**config.mk**
```make
export PLATFORM = sky130hd
export DESIGN_NAME = dcig_top
export DESIGN_NICKNAME = d
export VERILOG_FILES = /design/src/design/dcig_top.v
export VERILOG_INCLUDE_DIRS = /design/src /design/src/design
export SDC_FILE = /design/constraint.sdc
export NUM_CORES = 1
export LEC_CHECK = 0
export BUFFER_PORTS_ARGS = -buffer_cell sky130_fd_sc_hd__buf_2
export CORE_MARGIN = 8
export CORE_UTILIZATION = 62
export CTS_BUF_LIST = sky130_fd_sc_hd__clkbuf_8
export DETAILED_ROUTE_END_ITERATION = 8
export GPL_ROUTABILITY_DRIVEN = 0
export HOLD_SLACK_MARGIN = 0.15
export PLACE_DENSITY = 0.87
export SYNTH_ARGS = -nofsm -noshare
export SYNTH_HDL_FRONTEND = slang
export SYNTH_SLANG_ARGS = --single-unit
export TNS_END_PERCENT = 100
```
**constraint.sdc**
```tcl
create_clock -name pclk -period 4.9 [get_ports pclk]
set_input_delay 0.98 -clock pclk [delete_from_list [all_inputs] [get_ports pclk]]
set_output_delay 0.98 -clock pclk [all_outputs]
set_load 0.1 [all_outputs]
```
**src/design/dcig_consts.vh**
```
// Constants for the control-input gating front end: offsets, fields, encodings
`ifndef DCIG_CONSTS_VH
`define DCIG_CONSTS_VH

// ----------------------------------------------------------------------
// Register map (byte addresses)
// ----------------------------------------------------------------------
`define DCIG_ADDR_W 12
`define DCIG_OFF_MODE 12'h000
`define DCIG_OFF_STATUS 12'h004
`define DCIG_OFF_CMDCNT 12'h008
`define DCIG_OFF_MASKCNT 12'h00C

// ----------------------------------------------------------------------
// Mode register fields
// ----------------------------------------------------------------------
`define DCIG_MODE_RST 11'h000
`define DCIG_MODE_W 11
`define DCIG_F_TERM_DIS 0
`define DCIG_F_BL_LO 1
`define DCIG_F_BL_HI 2
`define DCIG_F_BT 3
`define DCIG_F_AL_LO 4
`define DCIG_F_AL_HI 5
`define DCIG_F_RL_LO 6
`define DCIG_F_RL_HI 10

// Burst length selections
`define DCIG_BL_FIXED8 2'h0
`define DCIG_BL_OTF 2'h1
`define DCIG_BL_FIXED4 2'h2

// Additive latency selections
`define DCIG_AL_ZERO 2'h0
`define DCIG_AL_RL_M1 2'h1
`define DCIG_AL_RL_M2 2'h2
`define DCIG_RL_ONE 5'h01
`define DCIG_RL_TWO 5'h02

// ----------------------------------------------------------------------
// Commands {act_n, ras, cas, we} with chip select already low
// ----------------------------------------------------------------------
`define DCIG_CMD_MRS 4'h8
`define DCIG_CMD_REF 4'h9
`define DCIG_CMD_PRE 4'hA
`define DCIG_CMD_WR 4'hC
`define DCIG_CMD_RD 4'hD

// Power states
`define DCIG_ST_NORMAL 2'h0
`define DCIG_ST_PPD 2'h1
`define DCIG_ST_APD 2'h2
`define DCIG_ST_SREF 2'h3

// Synchronised pin vector width
`define DCIG_PIN_W 17
`define DCIG_CNT_RST 32'h00000000

`endif

```
**src/design/dcig_top.v**
```verilog
// Control-input gating front end of a x16 DDR4 SDRAM, with APB register slave
`timescale 1ns/1ps
`include "dcig_consts.vh"

module dcig_top
(
  input wire pclk,
  input wire presetn,
  input wire psel,
  input wire penable,
  input wire pwrite,
  input wire [`DCIG_ADDR_W-1:0] paddr,
  input wire [31:0] pwdata,
  output reg [31:0] prdata,
  output reg pready,
  output reg pslverr,
  input wire clock_true,
  input wire clock_complement,
  input wire clock_gate,
  input wire chip_select_n,
  input wire activate_n,
  input wire [2:0] cmd_bits,
  input wire bank_group,
  input wire [1:0] bank_addr,
  input wire addr_ap,
  input wire addr_bc_n,
  input wire [2:0] addr_col,
  input wire termination_enable,
  output reg internal_clk_run,
  output reg output_drv_en,
  output reg clk_buf_en,
  output reg ctl_buf_en,
  output reg term_buf_en,
  output reg [1:0] power_state,
  output reg nominal_termination,
  output reg cmd_valid,
  output reg [3:0] cmd_code,
  output reg [1:0] group_io_en,
  output reg burst_chop_four,
  output reg [23:0] burst_order,
  output reg [4:0] additive_latency
);

  // ----------------------------------------------------------------------
  // Pin synchronisers
  // ----------------------------------------------------------------------
  wire [`DCIG_PIN_W-1:0] pin_raw;
  reg [`DCIG_PIN_W-1:0] pin_m_q;
  reg [`DCIG_PIN_W-1:0] pin_s_q;
  reg ck_t_prev_q;
  reg ck_c_prev_q;
  reg cke_prev_q;

  assign pin_raw = {termination_enable, addr_col, addr_bc_n, addr_ap, bank_group, bank_addr,
                    activate_n, cmd_bits, chip_select_n, clock_gate, clock_complement,
                    clock_true};

  // Two flops for every pin; only the second stage is looked at
  always @(posedge pclk or negedge presetn)
  begin
    if (!presetn)
    begin
      pin_m_q <= {`DCIG_PIN_W{1'b0}};
      pin_s_q <= {`DCIG_PIN_W{1'b0}};
      ck_t_prev_q <= 1'b0;
      ck_c_prev_q <= 1'b0;
    end
    else
    begin
      pin_m_q <= pin_raw;
      pin_s_q <= pin_m_q;
      ck_t_prev_q <= pin_s_q[0];
      ck_c_prev_q <= pin_s_q[1];
    end
  end

  wire s_ck_t = pin_s_q[0];
  wire s_ck_c = pin_s_q[1];
  wire s_cke = pin_s_q[2];
  wire s_cs_n = pin_s_q[3];
  wire [3:0] s_cmd = pin_s_q[7:4];
  wire [2:0] s_bank = pin_s_q[10:8];
  wire s_ap = pin_s_q[11];
  wire s_bc_n = pin_s_q[12];
  wire [2:0] s_col = pin_s_q[15:13];
  wire termination_enable_s = pin_s_q[`DCIG_PIN_W-1];
  wire s_odt = termination_enable_s;

  // Sampling point: true clock rising while the complement falls
  wire ck_cross = s_ck_t & ~ck_t_prev_q & ~s_ck_c & ck_c_prev_q;

  // ----------------------------------------------------------------------
  // Registers read by software; only the mode register is written by software
  // ----------------------------------------------------------------------
  reg [`DCIG_MODE_W-1:0] mode_q;
  reg [31:0] cmd_cnt_q;
  reg [31:0] mask_cnt_q;
  reg [7:0] bank_open_q;
  wire apb_wr = psel & penable & pwrite;
  wire apb_rd = psel & penable & ~pwrite;
  wire addr_ok = (paddr == `DCIG_OFF_MODE) | (paddr == `DCIG_OFF_STATUS) |
                 (paddr == `DCIG_OFF_CMDCNT) | (paddr == `DCIG_OFF_MASKCNT);

  wire term_dis = mode_q[`DCIG_F_TERM_DIS];
  wire [1:0] bl_sel = mode_q[`DCIG_F_BL_HI:`DCIG_F_BL_LO];
  wire bt_ilv = mode_q[`DCIG_F_BT];
  wire [1:0] al_sel = mode_q[`DCIG_F_AL_HI:`DCIG_F_AL_LO];
  wire [4:0] rl_val = mode_q[`DCIG_F_RL_HI:`DCIG_F_RL_LO];

  // Zero-wait slave; unmapped addresses answer with an error and zero data
  always @(posedge pclk or negedge presetn)
  begin
    if (!presetn)
    begin
      mode_q <= `DCIG_MODE_RST;
      prdata <= `DCIG_CNT_RST;
      pready <= 1'b0;
      pslverr <= 1'b0;
    end
    else
    begin
      pready <= psel & ~penable;
      pslverr <= psel & ~penable & ~addr_ok;
      if (apb_wr & pready & (paddr == `DCIG_OFF_MODE))
      begin
        mode_q <= pwdata[`DCIG_MODE_W-1:0];
      end
      if (psel & ~penable & ~pwrite)
      begin
        case (paddr)
          `DCIG_OFF_MODE: prdata <= {21'h000000, mode_q};
          `DCIG_OFF_STATUS: prdata <= {16'h0000, bank_open_q, 3'h0, nominal_termination,
                                      2'h0, power_state};
          `DCIG_OFF_CMDCNT: prdata <= cmd_cnt_q;
          `DCIG_OFF_MASKCNT: prdata <= mask_cnt_q;
          default: prdata <= `DCIG_CNT_RST;
        endcase
      end
      else if (!apb_rd)
      begin
        prdata <= `DCIG_CNT_RST;
      end
    end
  end

  // ----------------------------------------------------------------------
  // Power state machine and bank tracking
  // ----------------------------------------------------------------------
  reg [1:0] state_q;
  reg [1:0] state_d;
  wire any_open = |bank_open_q;
  wire cmd_live = ck_cross & ~s_cs_n & s_cke & cke_prev_q & (state_q == `DCIG_ST_NORMAL);
  wire cke_fall = ck_cross & ~s_cke & cke_prev_q;

  // Self-refresh exit looks at the gate level alone, no clock edge needed
  always @*
  begin
    state_d = state_q;
    case (state_q)
      `DCIG_ST_NORMAL:
      begin
        if (cke_fall)
        begin
          if (!s_cs_n & (s_cmd == `DCIG_CMD_REF) & !any_open)
            state_d = `DCIG_ST_SREF;
          else if (any_open)
            state_d = `DCIG_ST_APD;
          else
            state_d = `DCIG_ST_PPD;
        end
      end
      `DCIG_ST_PPD, `DCIG_ST_APD:
      begin
        if (ck_cross & s_cke)
          state_d = `DCIG_ST_NORMAL;
      end
      `DCIG_ST_SREF:
      begin
        if (s_cke)
          state_d = `DCIG_ST_NORMAL;
      end
      default: state_d = `DCIG_ST_NORMAL;
    endcase
  end

  always @(posedge pclk or negedge presetn)
  begin
    if (!presetn)
    begin
      state_q <= `DCIG_ST_NORMAL;
      bank_open_q <= 8'h00;
      cke_prev_q <= 1'b1;
    end
    else
    begin
      state_q <= state_d;
      cke_prev_q <= ck_cross ? s_cke : cke_prev_q;
      // Deselected edges never reach here, so bank state holds
      if (cmd_live & ~s_cmd[3])
        bank_open_q[s_bank] <= 1'b1;
      else if (cmd_live & (s_cmd == `DCIG_CMD_PRE))
      begin
        if (s_ap)
          bank_open_q <= 8'h00;
        else
          bank_open_q[s_bank] <= 1'b0;
      end
    end
  end

  // ----------------------------------------------------------------------
  // Buffer gating and termination
  // ----------------------------------------------------------------------
  always @(posedge pclk or negedge presetn)
  begin
    if (!presetn)
    begin
      internal_clk_run <= 1'b0;
      output_drv_en <= 1'b0;
      clk_buf_en <= 1'b0;
      ctl_buf_en <= 1'b0;
      term_buf_en <= 1'b0;
      power_state <= `DCIG_ST_NORMAL;
      nominal_termination <= 1'b0;
    end
    else
    begin
      internal_clk_run <= (state_d == `DCIG_ST_NORMAL);
      output_drv_en <= (state_d == `DCIG_ST_NORMAL);
      ctl_buf_en <= (state_d == `DCIG_ST_NORMAL);
      clk_buf_en <= (state_d != `DCIG_ST_SREF);
      term_buf_en <= (state_d != `DCIG_ST_SREF);
      power_state <= state_d;
      // Termination pin taken at the sampling edge, dropped when disabled
      if (term_dis | (state_d == `DCIG_ST_SREF))
        nominal_termination <= 1'b0;
      else if (ck_cross)
        nominal_termination <= s_odt;
    end
  end

  // ----------------------------------------------------------------------
  // Access decode: burst length, order, group gating, latency
  // ----------------------------------------------------------------------
  wire is_rw = cmd_live & ((s_cmd == `DCIG_CMD_RD) | (s_cmd == `DCIG_CMD_WR));
  reg chop_d;
  reg [23:0] order_d;
  reg [4:0] al_d;
  integer i;
  reg [2:0] idx;

  // Column order within an eight-beat burst
  always @*
  begin
    order_d = 24'h000000;
    idx = 3'h0;
    for (i = 0; i < 8; i = i + 1)
    begin
      idx = i[2:0];
      if (bt_ilv)
        order_d[i*3 +: 3] = s_col ^ idx;
      else
        order_d[i*3 +: 3] = {s_col[2] ^ idx[2], s_col[1:0] + idx[1:0]};
    end
  end

  // Burst chop per access and additive latency value
  always @*
  begin
    case (bl_sel)
      `DCIG_BL_FIXED4: chop_d = 1'b1;
      `DCIG_BL_OTF: chop_d = ~s_bc_n;
      default: chop_d = 1'b0;
    endcase
    case (al_sel)
      `DCIG_AL_RL_M1: al_d = rl_val - `DCIG_RL_ONE;
      `DCIG_AL_RL_M2: al_d = rl_val - `DCIG_RL_TWO;
      default: al_d = 5'h00;
    endcase
  end

  always @(posedge pclk or negedge presetn)
  begin
    if (!presetn)
    begin
      cmd_valid <= 1'b0;
      cmd_code <= 4'h0;
      group_io_en <= 2'h0;
      burst_chop_four <= 1'b0;
      burst_order <= 24'h000000;
      additive_latency <= 5'h00;
      cmd_cnt_q <= `DCIG_CNT_RST;
      mask_cnt_q <= `DCIG_CNT_RST;
    end
    else
    begin
      cmd_valid <= cmd_live;
      additive_latency <= al_d;
      // Only the addressed group opens its data gating, for one cycle
      group_io_en <= is_rw ? (s_bank[2] ? 2'h2 : 2'h1) : 2'h0;
      if (cmd_live)
      begin
        cmd_code <= s_cmd;
        cmd_cnt_q <= cmd_cnt_q + 32'h00000001;
      end
      if (is_rw)
      begin
        burst_chop_four <= chop_d;
        burst_order <= order_d;
      end
      // Masked edges in the normal state are counted and issue no command; power state and termination still follow them
      if (ck_cross & s_cs_n & (state_q == `DCIG_ST_NORMAL))
        mask_cnt_q <= mask_cnt_q + 32'h00000001;
    end
  end

endmodule // dcig_top

```
# ---- Word-level counts from Yosys, hierarchy flattened
# Cells that the tools add are included.
dict set report totals {
  regBits 196
  in_bits 66
  out_inout_bits 79
  wordCells 133
}
dict set report classes {
  addsub 7
  order_cmp 2
  n_eq_ne 17
  mux 26
  bitwise 49
  reduce_logical 10
}
# op count
set ops {}
lappend ops {{$pmux 32 s4} 1}
lappend ops {{$add 32x1->32 const B} 2}
lappend ops {{$mux 32} 2}
lappend ops {{$and 1x1->1} 25}
lappend ops {{$eq 12x4->1 const B} 2}
lappend ops {{$mux 8} 3}
lappend ops {{$mux 2} 10}
lappend ops {{$eq 4x4->1 const B} 4}
lappend ops {{$eq 12x3->1 const B} 1}
lappend ops {{$logic_not 12->1} 1}
lappend ops {{$not 1->1} 12}
lappend ops {{$eq 2x2->1 const B} 5}
lappend ops {{$pmux 5 s2} 1}
lappend ops {{$mux 3} 3}
lappend ops {{$and 8x8->8} 1}
lappend ops {{$not 8->8} 1}
lappend ops {{$or 8x8->8} 1}
lappend ops {{$reduce_or 8->1} 1}
lappend ops {{$eq 2x1->1 const B} 3}
lappend ops {{$not 2->2} 3}
lappend ops {{$pmux 2 s3} 1}
lappend ops {{$or 1x1->1} 5}
lappend ops {{$sub 5x1->5 const B} 1}
lappend ops {{$sub 5x2->5 const B} 1}
lappend ops {{15 further kinds} 21}

# ---- Longest topological paths before layout
dict set report depth {
  ltp_word 11
  mapped_depth 7
  depth_no_buf 6
}

# ---- Worst setup path after synthesis
# No wires, ideal clock.
dict set report synth_timing {
  kind {register -> register}
  from {register, netlist name power_state[0]}
  to {register nominal_termination}
  setup_ps 125
  t_arrival_ps 2326
  t_required_ps 4775
  slack_ps 2449
  stages_incl_launch_ff 7
  n_path_buf 0
  period_less_slack_ps 2451
  path_cell_list {dfrtp_1 inv_1 ha_1 o21ba_2 a211oi_1 o21ai_0 a2111oi_0}
}
# element line
set synth_rtl {}
lappend synth_rtl {{end signal, assigned} dcig_top.v:238} ;# nominal_termination <= s_odt;
lappend synth_rtl {{end, declared} dcig_top.v:35} ;# output reg nominal_termination,

==> run_results.csv <==
group,metric,value,unit
outcome,status,"complete, no violations",
logic_synthesis,synth.top_cell.area_share,0.560,
detailed_routing,num_vias,5784,
clocking,cts_buffer_depth,2,
logic_synthesis,synth_area_per_cell,11.5,sq um
worst_hold_path,holdCritStartpoint,"pin_m_q[15]",
timing,tightest_slew,1.18,ns
grt,grt_max_degree,114,
timing,min_period,2.66,ns
setup_path,required,5.24,ns
die,pin_count,145,
placement,hpwlAfterDp,13100,um
logic_synthesis,ys_seq_area_frac,0.564,
layout,final_nets,875,
detailed_routing,ant_nets,0,
die,core_area,12600,sq um
detailed_routing,routed_wl,18200,um
timing,finalSetupViolations,0,
setup_path,arrival,3.01,ns
grt,grt_overflow,0,
placement,place_area,8650,sq um
setup_path,path_buf_inv,1,
layout,area_growth,12.5,%
logic_synthesis,yosys.area.top_type,"dfrtp_1",
worst_hold_path,holdCritPathClass,"flip-flop to flip-flop",
timing,setup_ws,2.24,ns
pwr,power.leakage,4.34,nW
worst_hold_path,hold_end,"pin_s_q[15]",
detailed_routing,dr.pass1.iters,5,
clocking,insertion_delay,0.46,ns
timing,final_hold_viol_count,0,
timing,tns,0,ns
setup_path,critical-path-top-delay-family,"simple AND/OR/NAND/NOR gates",
timing,relSlewSlack,0.211,
clocking,cts_tree,"built",
layout,drive_gt1_frac,0.257,
timing,rsz0062_at_grt,"false",
die,die_w,130,um
logic_synthesis,yosys_most_used_dff,"dfrtp_1",
setup_path,r2r_slack,2.24,ns
setup_path,rr_worst_depth,6,
setup_path,path_cells,"inv_1 > ha_1 > and4b_1 > nand4_1 > or4_1 > xnor2_1",
logic_synthesis,synth_fp_nets,776,
layout,num_antenna_cells,0,
detailed_routing,post_drt_via_cell_ratio,5.89,
die,die-area,16900,sq um
setup_path,r2r_end,"cmd_cnt_q[16]",
clocking,clock_sinks,181,
logic_synthesis,syn_area,8040,sq um
setup_path,endpoint_kind,"flip-flop",
placement,post-place-ws,1.90,ns
logic_synthesis,ys_seq_elements,181,
setup_path,critPathKind,"flip-flop to flip-flop",
logic_synthesis,yosysUniqueCellTypes,57,
die,start_util,0.637,
placement,portBuffers,123,
die,std_cell_rows,41,
pwr,p_per_area,329,nW/um^2
grt,grt_pass1_wl,29500,um
clocking,postCtsSetupBuffers,0,
detailed_routing,first_iter_violations,526,
worst_hold_path,min_path_cells,0,
setup_path,startpoint_type,"flip-flop",
clocking,post_cts_resized,0,
logic_synthesis,syn_inst,698,
timing,period_share,0.544,
clocking,hold_buffers,0,
timing,slew_viol_final,0,
grt,grt_pass1_vias,5802,
detailed_routing,drc,0,
setup_path,cp_slowest_stage_delay,0.63,ns
detailed_routing,routedWlPerCell,18.5,um
timing,fmax,0.375,GHz
layout,final_cell_mix,"180 x dfrtp_1, 122 x buf_2, 70 x nand2_1",
run,max_cap_violations,0,
logic_synthesis,yosys-top-cells-area,"dfrtp_1 56%, xnor2_1 5.3%, mux2_2 3.8%, nand2_1 3.3%, o21ai_0 2.9%",
pwr,vdd_drop_max,0.000308,V
setup_path,critPathSlowestCell,"or4_1",
setup_path,r2r-start,"power_state[1]",
clocking,cts_buffers,17,
grt,grt_use_total,0.227,
timing,finClkSkew,0.00769,ns
grt,antenna_found_initial,0,
pwr,power.total,2.98,mW
logic_synthesis,async_reset_ff_frac,1.00,
clocking,root_buffer,"clkbuf_8",
layout,final_common_cell,"dfrtp_1",
clocking,path_clk_slew,0.09,ns
die,die_h,130,um
logic_synthesis,ys_warn_count,0,
logic_synthesis,synth-edff-count,0,
clocking,cts_max_level,4,
setup_path,cp_max_fo,11,
layout,stdcell_area,9040,sq um
==> final cells by class <==
class	instances	area, sq um
Clock inverter	14	151
Fill cell	877	3570
Clock buffer	18	248
Multi-Input combinational cell	445	3150
Inverter	25	93.8
Sequential cell	181	4530
Timing Repair Buffer	127	652
Tap cell	172	215
==> registers in the layout (all words and copies together), names as in the netlist, 2 cells and up <==
signal,cells
cmd_code,4
pin_m_q,17
additive_latency,5
cmd_cnt_q,32
power_state,2
burst_order,9
pin_s_q,17
mode_q,11
bank_open_q,8
mask_cnt_q,32
group_io_en,2
prdata,32
==> routing by layer <==
layer / part of all wire / track usage / vias up
met5: 0 / 0 / -
met4: 0.023 / 0.0888 / 0
met3: 0.082 / 0.0530 / 35
met2: 0.49 / 0.370 / 262
met1: 0.41 / 0.289 / 2852
li1: - / - / 2635
==> where the power goes <==
group	internal (mW)	switching (mW)	leakage [nW]	total (mW)
Sequential	1.54	0.0489	2.42	1.59
Clock	0.473	0.542	0.200	1.01
Combinational	0.0839	0.290	1.72	0.374
==> metrics by stage <==
stage	hold WS, ns	util	std cells
3_5_place_dp	0.336	0.685	950
3_3_place_gp	0.332	0.685	950
6_report	0.354	0.717	982
5_1_grt	0.365	0.717	982
4_1_cts	0.357	0.717	982
2_1_floorplan	0.331	-	698
==> Yosys cell counts (17+ instances only) <==
cell type / count
dfrtp_1: 180
nand2_1: 70
xnor2_1: 49
o21ai_0: 46
nand4_1: 32
nand3_1: 31
mux2_2: 27
inv_1: 25
mux2i_1: 22
nor2_1: 19
buf_4: 18
clkbuf_1: 17
==> how the worst max path moves through the flow <==
stage	startpoint	slack [ns]	end	cells past startpoint
2_1_floorplan	power_state[0]	2.45	nominal_termination	6
3_3_place_gp	paddr[7]	1.98	prdata[27]	5
3_5_place_dp	paddr[7]	1.90	prdata[17]	5
4_1_cts	power_state[1]	2.26	cmd_cnt_q[16]	6
5_1_grt	paddr[7]	2.05	prdata[17]	5
6_report	power_state[1]	2.24	cmd_cnt_q[16]	6
==> worst reg2reg max path: cells and delay by family (launching register included) <==
kind | cells | cell delay [ns]
xor gates and xnor gates | 1 | 0.14
adders and majority gates | 1 | 0.35
buffers and inverters | 1 | 0.13
DFF | 1 | 0.44
and+or+nand+nor | 3 | 1.50
==> kinds of logic (layout without fill, tap and decap cells) <==
kind of cell	after synthesis	in the layout	synth area share
xor gates and xnor gates	64	64	0.0697
adders and majority gates	12	12	0.0187
and+or+nand+nor	225	225	0.158
muxes	55	55	0.0825
AOI/OAI and AO/OA	89	89	0.0626
DFF	181	181	0.564
buffers and inverters	72	184	0.0448
Power figures use the tool's default switching activity.
